--- src/common/sfpes_pkg.sv ---
`default_nettype none
package sfpes_pkg;
    // ------------------------------------------------------------
    // command codes (kept as parameters, values arbitrary defaults)
    // ------------------------------------------------------------
    localparam logic [7:0] OP_WREN = 8'h06;
    localparam logic [7:0] OP_WRDI = 8'h04;
    localparam logic [7:0] OP_OTP_PROG = 8'h42;
    localparam logic [7:0] OP_LOCK_WR = 8'hE5;
    localparam logic [7:0] OP_SUB_ERASE = 8'h20;
    localparam logic [7:0] OP_SEC_ERASE = 8'hD8;
    localparam logic [7:0] OP_BULK_ERASE = 8'hC7;
    localparam logic [7:0] OP_SLEEP = 8'hB9;
    localparam logic [7:0] OP_WAKE = 8'hAB;

    // ------------------------------------------------------------
    // geometry
    // ------------------------------------------------------------
    localparam int OTP_BYTES = 64;
    localparam int OTP_MAX_LATCH = 65;
    localparam int OTP_CTRL_IDX = 64;
    localparam int OTP_LOCK_BIT = 0;
    localparam int SECTORS = 32;
    localparam int SEC_LSB = 16;
    localparam int SEC_W = 5;
    localparam int LOCK_DOWN_BIT = 1;
    localparam int WRITE_LOCK_BIT = 0;

    // ------------------------------------------------------------
    // timing, in ns, and cycles at 20 ns clock
    // ------------------------------------------------------------
    localparam int CLK_NS = 20;
    localparam int PAGE_WRITE_TIME_NS = 5000;
    localparam int SMALL_ERASE_TIME_NS = 50000;
    localparam int BLOCK_ERASE_TIME_NS = 100000;
    localparam int FULL_ERASE_TIME_NS = 200000;
    localparam int SLEEP_ENTRY_DELAY_NS = 3000;
    localparam int SLEEP_EXIT_DELAY_NS = 30000;
    localparam int PAGE_WRITE_CYC = PAGE_WRITE_TIME_NS / CLK_NS;
    localparam int SMALL_ERASE_CYC = SMALL_ERASE_TIME_NS / CLK_NS;
    localparam int BLOCK_ERASE_CYC = BLOCK_ERASE_TIME_NS / CLK_NS;
    localparam int FULL_ERASE_CYC = FULL_ERASE_TIME_NS / CLK_NS;
    localparam int SLEEP_ENTRY_CYC = SLEEP_ENTRY_DELAY_NS / CLK_NS;
    localparam int SLEEP_EXIT_CYC = SLEEP_EXIT_DELAY_NS / CLK_NS;
    localparam int TMR_W = 24;

    typedef enum logic [2:0] {
        SFPES_JOB_NONE, SFPES_JOB_OTP, SFPES_JOB_SUB, SFPES_JOB_SEC,
        SFPES_JOB_BULK
    } sfpes_job_t;

    typedef enum logic [1:0] {
        SFPES_PWR_STBY, SFPES_PWR_ENTER, SFPES_PWR_SLEEP, SFPES_PWR_EXIT
    } sfpes_pwr_t;

    typedef struct packed {
        logic cycle_active_flag;
        logic write_latch_flag;
        logic sleeping;
        logic [2:0] protect_field;
    } sfpes_status_t;
endpackage : sfpes_pkg
`default_nettype wire

--- src/rtl/sfpes_core.sv ---
`timescale 1ns/1ps
`default_nettype none
module sfpes_core
    import sfpes_pkg::*;
(
    input wire logic clk_sys,
    input wire logic srst,
    input wire logic chip_sel_n,
    input wire logic serial_clk,
    input wire logic serial_in_line,
    input wire logic [2:0] protect_field,
    input wire logic [SEC_W-1:0] hw_protect_sec,
    input wire logic hw_protect_hit,
    output logic [7:0] otp_read_data,
    input wire logic [6:0] otp_read_idx,
    output logic [7:0] sector_lock_register,
    input wire logic [SEC_W-1:0] lock_read_sec,
    output logic erase_pulse,
    output logic [2:0] erase_kind,
    output logic [23:0] erase_addr,
    output sfpes_status_t status
);
    // ------------------------------------------------------------
    // pin synchronisers and clock edge detect
    // ------------------------------------------------------------
    logic [1:0] cs_s_r, sck_s_r, din_s_r;
    logic sck_d_r, cs_d_r;
    always_ff @(posedge clk_sys) begin
        if (srst) begin
            cs_s_r <= 2'h3;
            sck_s_r <= 2'h0;
            din_s_r <= 2'h0;
            sck_d_r <= 1'b0;
            cs_d_r <= 1'b1;
        end else begin
            cs_s_r <= {cs_s_r[0], chip_sel_n};
            sck_s_r <= {sck_s_r[0], serial_clk};
            din_s_r <= {din_s_r[0], serial_in_line};
            sck_d_r <= sck_s_r[1];
            cs_d_r <= cs_s_r[1];
        end
    end
    logic cs_n, sck_rise, cs_rise;
    assign cs_n = cs_s_r[1];
    assign sck_rise = sck_s_r[1] & ~sck_d_r & ~cs_n;
    assign cs_rise = cs_s_r[1] & ~cs_d_r;

    function automatic logic [SEC_W-1:0] sec_of(input logic [23:0] a);
        sec_of = a[SEC_LSB+SEC_W-1:SEC_LSB];
    endfunction : sec_of

    // ------------------------------------------------------------
    // shifter state
    // ------------------------------------------------------------
    logic [7:0] sh_r, sh_nxt, op_r, op_nxt, dat_r, dat_nxt;
    logic [2:0] bit_r, bit_nxt;
    logic [7:0] nbyte_r, nbyte_nxt;
    logic [23:0] addr_r, addr_nxt;
    logic on_bound_r, on_bound_nxt;
    // erased at power-up, srst leaves it alone
    logic [7:0] otp_buf_r [0:OTP_MAX_LATCH-1] = '{default: 8'hFF};
    logic [7:0] otp_new_r [0:OTP_MAX_LATCH-1];
    logic [OTP_MAX_LATCH-1:0] otp_wr_r, otp_wr_nxt;
    logic [6:0] otp_base_r, otp_base_nxt;

    // ------------------------------------------------------------
    // control state
    // ------------------------------------------------------------
    logic wel_r, wel_nxt;
    sfpes_job_t job_r, job_nxt;
    sfpes_pwr_t pwr_r, pwr_nxt;
    logic [TMR_W-1:0] tmr_r, tmr_nxt;
    logic [1:0] lock_r [0:SECTORS-1];
    logic lock_we;
    logic [1:0] lock_wv;
    logic otp_commit;
    logic ep_nxt;
    logic [2:0] ek_nxt;
    logic [23:0] ea_r, ea_nxt;
    logic ep_r;
    logic [2:0] ek_r;
    logic busy, byte_done, prot_sec;

    assign busy = (job_r != SFPES_JOB_NONE);
    assign byte_done = sck_rise && (bit_r == 3'h7);
    assign prot_sec = lock_r[sec_of(addr_r)][WRITE_LOCK_BIT]
        || (hw_protect_hit && hw_protect_sec == sec_of(addr_r));

    always_comb begin
        sh_nxt = sh_r;
        op_nxt = op_r;
        dat_nxt = dat_r;
        bit_nxt = bit_r;
        nbyte_nxt = nbyte_r;
        addr_nxt = addr_r;
        on_bound_nxt = on_bound_r;
        otp_wr_nxt = otp_wr_r;
        otp_base_nxt = otp_base_r;
        if (cs_n) begin
            bit_nxt = 3'h0;
            nbyte_nxt = 8'h00;
            if (cs_rise) begin
                on_bound_nxt = 1'b0;
            end
        end else if (sck_rise) begin
            sh_nxt = {sh_r[6:0], din_s_r[1]};
            bit_nxt = bit_r + 3'h1;
            on_bound_nxt = byte_done;
            if (byte_done) begin
                if (nbyte_r != 8'hFF) begin
                    nbyte_nxt = nbyte_r + 8'h01;
                end
                if (nbyte_r == 8'h00) begin
                    op_nxt = {sh_r[6:0], din_s_r[1]};
                    otp_wr_nxt = '0;
                end else if (nbyte_r < 8'h04) begin
                    addr_nxt = {addr_r[15:0], sh_r[6:0], din_s_r[1]};
                    if (nbyte_r == 8'h03) begin
                        otp_base_nxt = {sh_r[5:0], din_s_r[1]};
                    end
                end else begin
                    dat_nxt = {sh_r[6:0], din_s_r[1]};
                end
            end
        end
    end

    // ------------------------------------------------------------
    // otp data latch: 65 bytes, no wrap, extras dropped
    // ------------------------------------------------------------
    logic [7:0] data_slot;
    logic slot_ok;
    always_comb begin
        data_slot = 8'(otp_base_r) + nbyte_r - 8'h04;
        slot_ok = byte_done && op_r == OP_OTP_PROG && nbyte_r >= 8'h04
            && data_slot < 8'(OTP_MAX_LATCH);
    end
    always_ff @(posedge clk_sys) begin
        if (slot_ok) begin
            otp_new_r[data_slot[6:0]] <= {sh_r[6:0], din_s_r[1]};
        end
    end
    logic [OTP_MAX_LATCH-1:0] wr_mark;
    always_comb begin
        wr_mark = otp_wr_nxt;
        if (slot_ok) begin
            wr_mark[data_slot[6:0]] = 1'b1;
        end
    end

    // ------------------------------------------------------------
    // command decode at deselect
    // ------------------------------------------------------------
    logic term_ok, otp_locked;
    assign term_ok = on_bound_r && !busy;
    assign otp_locked = !otp_buf_r[OTP_CTRL_IDX][OTP_LOCK_BIT];

    always_comb begin
        wel_nxt = wel_r;
        job_nxt = job_r;
        pwr_nxt = pwr_r;
        tmr_nxt = tmr_r;
        lock_we = 1'b0;
        lock_wv = 2'h0;
        otp_commit = 1'b0;
        ep_nxt = 1'b0;
        ek_nxt = ek_r;
        ea_nxt = ea_r;
        if (busy) begin
            if (tmr_r == TMR_W'(1)) begin
                job_nxt = SFPES_JOB_NONE;
            end
            if (tmr_r != '0) begin
                tmr_nxt = tmr_r - TMR_W'(1);
            end
            wel_nxt = 1'b0;                         // latch drops mid-cycle
        end else if (pwr_r == SFPES_PWR_ENTER || pwr_r == SFPES_PWR_EXIT) begin
            if (tmr_r <= TMR_W'(1)) begin
                pwr_nxt = (pwr_r == SFPES_PWR_ENTER) ? SFPES_PWR_SLEEP
                                                     : SFPES_PWR_STBY;
            end
            tmr_nxt = tmr_r - TMR_W'(1);
        end
        if (cs_rise && term_ok && pwr_r == SFPES_PWR_SLEEP) begin
            if (op_r == OP_WAKE && nbyte_r == 8'h01) begin
                pwr_nxt = SFPES_PWR_EXIT;
                tmr_nxt = TMR_W'(SLEEP_EXIT_CYC);
            end
        end else if (cs_rise && term_ok && pwr_r == SFPES_PWR_STBY) begin
            if (nbyte_r == 8'h01 && op_r == OP_WREN) begin
                wel_nxt = 1'b1;
            end else if (nbyte_r == 8'h01 && op_r == OP_WRDI) begin
                wel_nxt = 1'b0;
            end else if (nbyte_r == 8'h01 && op_r == OP_SLEEP) begin
                pwr_nxt = SFPES_PWR_ENTER;
                tmr_nxt = TMR_W'(SLEEP_ENTRY_CYC);
            end else if (wel_r) begin
                if (op_r == OP_OTP_PROG && nbyte_r >= 8'h05) begin
                    job_nxt = SFPES_JOB_OTP;
                    tmr_nxt = TMR_W'(PAGE_WRITE_CYC);
                    otp_commit = !otp_locked;
                end else if (op_r == OP_LOCK_WR && nbyte_r == 8'h05) begin
                    wel_nxt = 1'b0;
                    lock_we = !lock_r[sec_of(addr_r)][LOCK_DOWN_BIT];
                    lock_wv = {dat_r[LOCK_DOWN_BIT],
                               dat_r[WRITE_LOCK_BIT]};
                end else if ((op_r == OP_SUB_ERASE || op_r == OP_SEC_ERASE)
                             && nbyte_r == 8'h04) begin
                    job_nxt = (op_r == OP_SUB_ERASE) ? SFPES_JOB_SUB
                                                     : SFPES_JOB_SEC;
                    tmr_nxt = (op_r == OP_SUB_ERASE)
                        ? TMR_W'(SMALL_ERASE_CYC)
                        : TMR_W'(BLOCK_ERASE_CYC);
                    ep_nxt = !prot_sec;
                    ek_nxt = (op_r == OP_SUB_ERASE) ? 3'(SFPES_JOB_SUB)
                                                    : 3'(SFPES_JOB_SEC);
                    ea_nxt = addr_r;
                    if (prot_sec) begin
                        job_nxt = SFPES_JOB_NONE;
                        tmr_nxt = '0;
                    end
                end else if (op_r == OP_BULK_ERASE && nbyte_r == 8'h01
                             && protect_field == 3'h0) begin
                    job_nxt = SFPES_JOB_BULK;
                    tmr_nxt = TMR_W'(FULL_ERASE_CYC);
                    ep_nxt = 1'b1;
                    ek_nxt = 3'(SFPES_JOB_BULK);
                    ea_nxt = 24'h000000;
                end
            end
        end
    end

    // ------------------------------------------------------------
    // registers
    // ------------------------------------------------------------
    always_ff @(posedge clk_sys) begin
        if (srst) begin
            sh_r <= 8'h00;
            op_r <= 8'h00;
            dat_r <= 8'h00;
            bit_r <= 3'h0;
            nbyte_r <= 8'h00;
            addr_r <= 24'h000000;
            on_bound_r <= 1'b0;
            otp_wr_r <= '0;
            otp_base_r <= 7'h00;
            wel_r <= 1'b0;
            job_r <= SFPES_JOB_NONE;
            pwr_r <= SFPES_PWR_STBY;
            tmr_r <= '0;
            ep_r <= 1'b0;
            ek_r <= 3'h0;
            ea_r <= 24'h000000;
        end else begin
            sh_r <= sh_nxt;
            op_r <= op_nxt;
            dat_r <= dat_nxt;
            bit_r <= bit_nxt;
            nbyte_r <= nbyte_nxt;
            addr_r <= addr_nxt;
            on_bound_r <= on_bound_nxt;
            otp_wr_r <= wr_mark;
            otp_base_r <= otp_base_nxt;
            wel_r <= wel_nxt;
            job_r <= job_nxt;
            pwr_r <= pwr_nxt;
            tmr_r <= tmr_nxt;
            ep_r <= ep_nxt;
            ek_r <= ek_nxt;
            ea_r <= ea_nxt;
        end
    end

    // lock bits: volatile, cleared by reset
    always_ff @(posedge clk_sys) begin
        for (int i = 0; i < SECTORS; i++) begin
            if (srst) begin
                lock_r[i] <= 2'h0;
            end else if (lock_we && sec_of(addr_r) == SEC_W'(i)) begin
                lock_r[i] <= lock_wv;
            end
        end
    end

    // otp array: nonvolatile model, erased to ones, bits only clear
    always_ff @(posedge clk_sys) begin
        for (int i = 0; i < OTP_MAX_LATCH; i++) begin
            if (otp_commit && otp_wr_r[i]) begin
                otp_buf_r[i] <= otp_buf_r[i] & otp_new_r[i];
            end
        end
    end

    // ------------------------------------------------------------
    // outputs
    // ------------------------------------------------------------
    always_ff @(posedge clk_sys) begin
        if (srst) begin
            otp_read_data <= 8'h00;
            sector_lock_register <= 8'h00;
        end else begin
            otp_read_data <= (otp_read_idx < 7'(OTP_MAX_LATCH))
                ? otp_buf_r[otp_read_idx] : 8'hFF;
            sector_lock_register <= {6'h00, lock_r[lock_read_sec]};
        end
    end
    assign erase_pulse = ep_r;
    assign erase_kind = ek_r;
    assign erase_addr = ea_r;
    assign status = '{cycle_active_flag: busy, write_latch_flag: wel_r,
                      sleeping: (pwr_r == SFPES_PWR_SLEEP),
                      protect_field: protect_field};
endmodule : sfpes_core
`default_nettype wire

--- config.mk ---
export PLATFORM = sky130hd
export DESIGN_NAME = sfpes_core
export DESIGN_NICKNAME = d
export VERILOG_FILES = /design/src/common/sfpes_pkg.sv /design/src/rtl/sfpes_core.sv
export SDC_FILE = /design/constraint.sdc
export NUM_CORES = 2
export LEC_CHECK = 0
export BUFFER_PORTS_ARGS = -buffer_cell sky130_fd_sc_hd__buf_2
export CORE_MARGIN = 4
export CORE_UTILIZATION = 30
export CTS_CLUSTER_DIAMETER = 40
export DETAILED_ROUTE_END_ITERATION = 10
export PLACE_DENSITY = 0.4
export SLEW_MARGIN = 40
export SYNTH_ARGS = -nofsm -noshare
export SYNTH_HDL_FRONTEND = slang
export SYNTH_SLANG_ARGS = --single-unit
export TNS_END_PERCENT = 1
--- constraint.sdc ---
create_clock -name clk_sys -period 7.2 [get_ports clk_sys]
set_input_delay 0.72 -clock clk_sys [delete_from_list [all_inputs] [get_ports clk_sys]]
set_output_delay 0.72 -clock clk_sys [all_outputs]
set_load 0.02 [all_outputs]
=== After elaboration in Yosys (flattened, before gate mapping) ===
Memory sizes are Yosys's and may differ from the RTL's. A register that Yosys moved wholly into a read port is not among the register bits.
Cells that the tools add are included.

* Add/subtract/negate cells: 5
* Magnitude comparators: 8
* Equal/unequal tests: 52
* Mux-type cells: 353
* Bitwise operators: 114
* Reduce and logical (&&, ||, !) cells: 140

{| class="wikitable"
|+ Operator list
! kind !! number
|-
| $and 8x8->8 || 65
|-
| $mux 24 || 16
|-
| $mux 65 || 5
|-
| $mux 1 || 261
|-
| $logic_and 1x1->1 || 116
|-
| $mux 2 || 51
|-
| $eq 5x5->1 const B || 16
|-
| $or 65x65->65 || 1
|-
| $mux 3 || 14
|-
| $eq 5x4->1 const B || 8
|-
| $eq 8x8->1 const B || 5
|-
| $eq 8x3->1 const B || 4
|-
| $or 1x1->1 || 32
|-
| $mux 13 || 2
|-
| $eq 24x1->1 const B || 1
|-
| $le 24x1->1 const B || 1
|-
| $reduce_bool 24->1 || 1
|-
| $sub 24x1->24 const B || 1
|-
| $eq 5x3->1 const B || 4
|-
| $ge 8x3->1 const B || 2
|-
| $not 1->1 || 13
|-
| $eq 5x2->1 const B || 2
|-
| $mux 5 || 2
|-
| $reduce_and 5->1 || 2
|-
| 38 further kinds || 47
|}

* Flip-flop bits (word level): 205
* Bits in writable memories: 1104
* Bits of input ports: 26
* Word-level logic and storage cells: 698
* Memories: 3

{| class="wikitable"
|+ Memory list
! name !! words !! bits a word !! rd ports !! clocked after Yosys merged registers in !! write ports !! RTL line !! RTL
|-
| otp_buf_r || 65 || 8 || 66 || 0 || 65 || sfpes_core.sv:61 || <nowiki>logic [7:0] otp_buf_r [0:OTP_MAX_LATCH-1] = '{default: 8'hFF};</nowiki>
|-
| otp_new_r || 65 || 8 || 65 || 0 || 1 || sfpes_core.sv:62 || <nowiki>logic [7:0] otp_new_r [0:OTP_MAX_LATCH-1];</nowiki>
|-
| lock_r || 32 || 2 || 2 || 2 || 32 || sfpes_core.sv:73 || <nowiki>logic [1:0] lock_r [0:SECTORS-1];</nowiki>
|}

=== Logic depth before layout (Yosys ltp) ===
* Word-level depth: 15
* Depth in mapped cells: 13
* Gate-level depth less buffers: 11

=== Worst setup path after synthesis ===
OpenSTA, ideal clock, no wires.

* Kind: register to register
* From: reg nbyte_r[2]
* To: mem otp_new_r[64][0], enable pin
* Setup time: 0.402 ns
* Data arrival time: 3.767 ns
* Slack: 3.032 ns
* Stages on the path, launching flop included: 12
* Path buffers: 1
* Path through: dfxtp_1 > clkbuf_1 > inv_1 > ha_1 > inv_1 > fa_1 > a21o_1 > a21o_1 > a2111oi_0 > a311oi_1 > nor3_2 > nor4b_1

* Cells in the longest elaborated chain, start to end: 6
* Elaborated cells between the ends (all ways): 8
* Classes of those cells: add/sub: 2; order compare: 2; mux: 2; reduce/logical: 2

{| class="wikitable"
|+ Ends and longest elaborated chain
! what !! RTL line !! RTL
|-
| start: declaration || sfpes_core.sv:57 || <nowiki>logic [7:0] nbyte_r, nbyte_nxt;</nowiki>
|-
| start signal: assignment || sfpes_core.sv:260 || <nowiki>nbyte_r <= nbyte_nxt;</nowiki>
|-
| $add 7x8->8 || sfpes_core.sv:134 || <nowiki>data_slot = 8'(otp_base_r) + nbyte_r - 8'h04;</nowiki>
|-
| $sub 8x3->8 || sfpes_core.sv:134 ||
|-
| $lt 8x7->1 || sfpes_core.sv:136 || <nowiki>&& data_slot < 8'(OTP_MAX_LATCH);</nowiki>
|-
| $logic_and 1x1->1 || sfpes_core.sv:136 ||
|-
| $mux 1 || sfpes_core.sv:139 || <nowiki>if (slot_ok) begin</nowiki>
|-
| $mux 1 (not written as such) || sfpes_core.sv:140 || <nowiki>otp_new_r[data_slot[6:0]] <= {sh_r[6:0], din_s_r[1]};</nowiki>
|-
| end: declaration || sfpes_core.sv:62 ||
|}

Several ways; a longest one is shown, not always the timed one.

=== Worst setup path after layout ===
* From: reg nbyte_r[2]
* To: mem otp_new_r[63][1], enable pin

Same word-level chain as after synthesis.

==> reports/summary.txt <==
via count - 27900
gpl congestion - 0.742
Final setup viols - 0
vias in the first global route - 28500
Post-CTS Setup Inserts - 0
EDFF count, synth - 1104
Die Y - 424 um
post-synthesis sequential area ratio - 71.8%
post-synth cell types - 75
Clock Path Buffers - 3
Sum Neg Setup Slack - 0 ns
hold-fix buffers at CTS - 0
largest net degree at the start of global routing - 90
Worst Path Required - 7.61 ns
slowest CP cell - nor2_1
final period utilization - 70.8%
Critical Path, Cell by Cell - inv_1 -> ha_1 -> inv_1 -> fa_1 -> a21o_1 -> a21o_1 -> a2111oi_0 -> a311oi_1 -> nor4b_2 -> nand3_1 -> nor2_1
latest clock arrival within the worst-skew pair - 0.83 ns
effective utilization at floorplan - 30.2%
commonest non-fill, non-tap cells in the layout - edfxtp_1, and2_1, nand2_1, clkbuf_16, dfxtp_1
status - complete, no violations
total congestion overflow - 0
clock network power share - 55.7%
DP Wirelength - 91.4 mm
sequential share of power - 42.3%
Synthesis Warnings - 0
Mapped Area - 51900 um^2
post-synthesis mux area share - 9.05%
final clock skew - 0.0565 ns
post-route setup slack - 2.10 ns
Area Overhead vs Synth - 21.0%
switching share of power - 21.7%
nets@finish - 3542
CTS Buf Count - 212
max_slew headroom - 40.1%
syn_area_per_cell - 15.7 um^2
post-synth top area share - 63.9%
dominant cells by area after synthesis - edfxtp_1, mux4_2, dfxtp_1
Pleak - 20.7 nW
most common cell after layout, fill and taps aside - edfxtp_1
Cells after Synth - 3312
first-pass GRT wire length - 210 mm
FF+latch count, synth - 1310
TritonRoute pass-1 iters - 5
final design utilization - 36.6%
Routed Antenna Nets - 0
DR WL/cell - 24.3 um
drt drc - 0
Die Wd - 424 um
I/O Buffers - 69
Placement Rows - 152
cell internal pwr - 15.1 mW
Period minus WS final - 5.10 ns
die area - 180000 um^2
type of the worst min-delay path - input pin to flop
max incr delay on CP - 0.79 ns
maximum fanout along the worst path - 13
Peak VDD IR - 0.253 mV
Gate power share - 1.9%
CTS tree - done
P per Cell Area - 307 nW/um^2
Slew Limit Fails - 0
clk sinks - 1310
Vias per Instance - 4.65
Setup WS pre-CTS - 2.10 ns
largest family of logic cells by synthesized area - simple AND/OR/NAND/NOR gates
Adder-Cell Fraction of Synth Area - 0.545%
Arr. time, crit path - 5.51 ns
WL final - 146 mm
Synth Area in Simple Gates - 13.8%
clk root buf - clkbuf_16
H-tree Lvls - 4
total power - 19.3 mW
antenna violations before repair - 13
Setup crit start kind - flop
top_reg_cell synth - edfxtp_1
ys async rst share - 0%
WS Path Type - flop to flop
Hold WS - 0.148 ns
IO Pins - 76
GRT Overall Usage - 16.2%
clk slew on worst S/H paths - 0.05 ns
Max-cap violations - 0
post-CTS sizing - 0
DR iter-0 viols - 2232
CORE AREA - 172000 um^2
Switch Pwr - 4.18 mW
fill count - 16200
actual slew at the worst max-slew pin - 0.899 ns
layout cells sized above 1 - 20.9%
Synth Area in Compound Gates - 2.56%
Max Clk Rate - 196 MHz
Crit. End Element - flop
Hold Vio Cnt, Final - 0
RSZ-0062 raised after global routing - false
area leader, netlist - edfxtp_1
Synth Area in XOR/XNOR - 0.692%
[synth_stat cells (21+ instances only)]
master / instances
ha_1: 21
dfxtp_1: 206
inv_1: 29
nor2_1: 182
edfxtp_1: 1104
nor3_2: 22
a21oi_1: 81
nand2_1: 230
nor2b_1: 27
mux4_2: 195
nor3_1: 40
clkbuf_1: 99
and2_1: 590
xor2_1: 26
mux2i_1: 27
buf_2: 28
o21ai_0: 82
nand3_1: 93
[final cells by class]
| cell class | count | area [um^2] | share of cell area (%) |
|---|---|---|---|
| sequential | 1310 | 37300 | 59.4 |
| antenna | 1 | 2.50 | 0.00399 |
| clock buffer | 247 | 5580 | 8.88 |
| tap | 2310 | 2890 | 4.60 |
| clock inverter | 158 | 2100 | 3.34 |
| timing repair buffer | 117 | 827 | 1.32 |
| multi-input combinational | 1823 | 14000 | 22.2 |
| inverter | 30 | 113 | 0.179 |
[state kept, by name, indices dropped and copies added, names as in the netlist, 7 cells and up, named ones only]
name,flops
otp_buf_r,520
tmr_r,24
otp_base_r,7
erase_addr,24
lock_r,64
otp_read_data,8
otp_wr_r,65
op_r,8
otp_new_r,520
addr_r,24
nbyte_r,8
sh_r,7
[cells by family (layout without fill, tap and decap cells)]
| family | count (synthesis) | in the layout |
|---|---|---|
| xor gates and xnor gates | 41 | 41 |
| DFF | 1310 | 1310 |
| muxes | 225 | 225 |
| and+or+nand+nor | 1303 | 1303 |
| adders and majority gates | 22 | 22 |
| other | 1 | 7 |
| buffers and inverters | 184 | 552 |
| AOI/OAI and AO/OA | 226 | 226 |
[routing by layer]
| layer | share of wire, % | GRT usage (%) |
|---|---|---|
| met4 | 2.0 | 4.07 |
| met3 | 4.3 | 2.74 |
| met2 | 47 | 25.9 |
| met5 | 0 | 0 |
| met1 | 47 | 22.9 |
[critical path, delay by kind of cell, from the launching register on]
kind                       cells  cell delay [ns]
and+or+nand+nor                3             1.99
adders and majority gates      2             0.77
AOI/OAI and AO/OA              4             1.10
buffers and inverters          2             0.28
DFF                            1             0.54
[power groups by stage]
stage	clock network, mW	registers (mW)	logic, mW
after floorplan	0	8.31	0.234
after global placement	0	8.32	0.383
after detailed placement	0	8.32	0.384
after CTS	11.0	8.16	0.385
after global routing	11.4	8.16	0.395
final	10.7	8.16	0.374
[path summary, 6_finish.rpt]
path              startpoint          endpoint  slack [ns]  cells past startpoint
setup / recovery  nbyte_r[2]  otp_new_r[63][1]        2.10                     11
hold / removal    chip_sel_n         cs_s_r[0]        0.15                      2
setup reg to reg  nbyte_r[2]  otp_new_r[63][1]        2.10                     11
hold reg to reg    cs_s_r[0]         cs_s_r[1]        0.41                      1
[stage by stage]
step / cells / cell area, um^2
floorplan: 3317 / 51900
global placement: 5585 / 54900
detailed placement: 5590 / 55100
CTS: 5995 / 62800
global route: 5995 / 62800
finish: 5996 / 62800
Power figures use the tool's default switching activity.
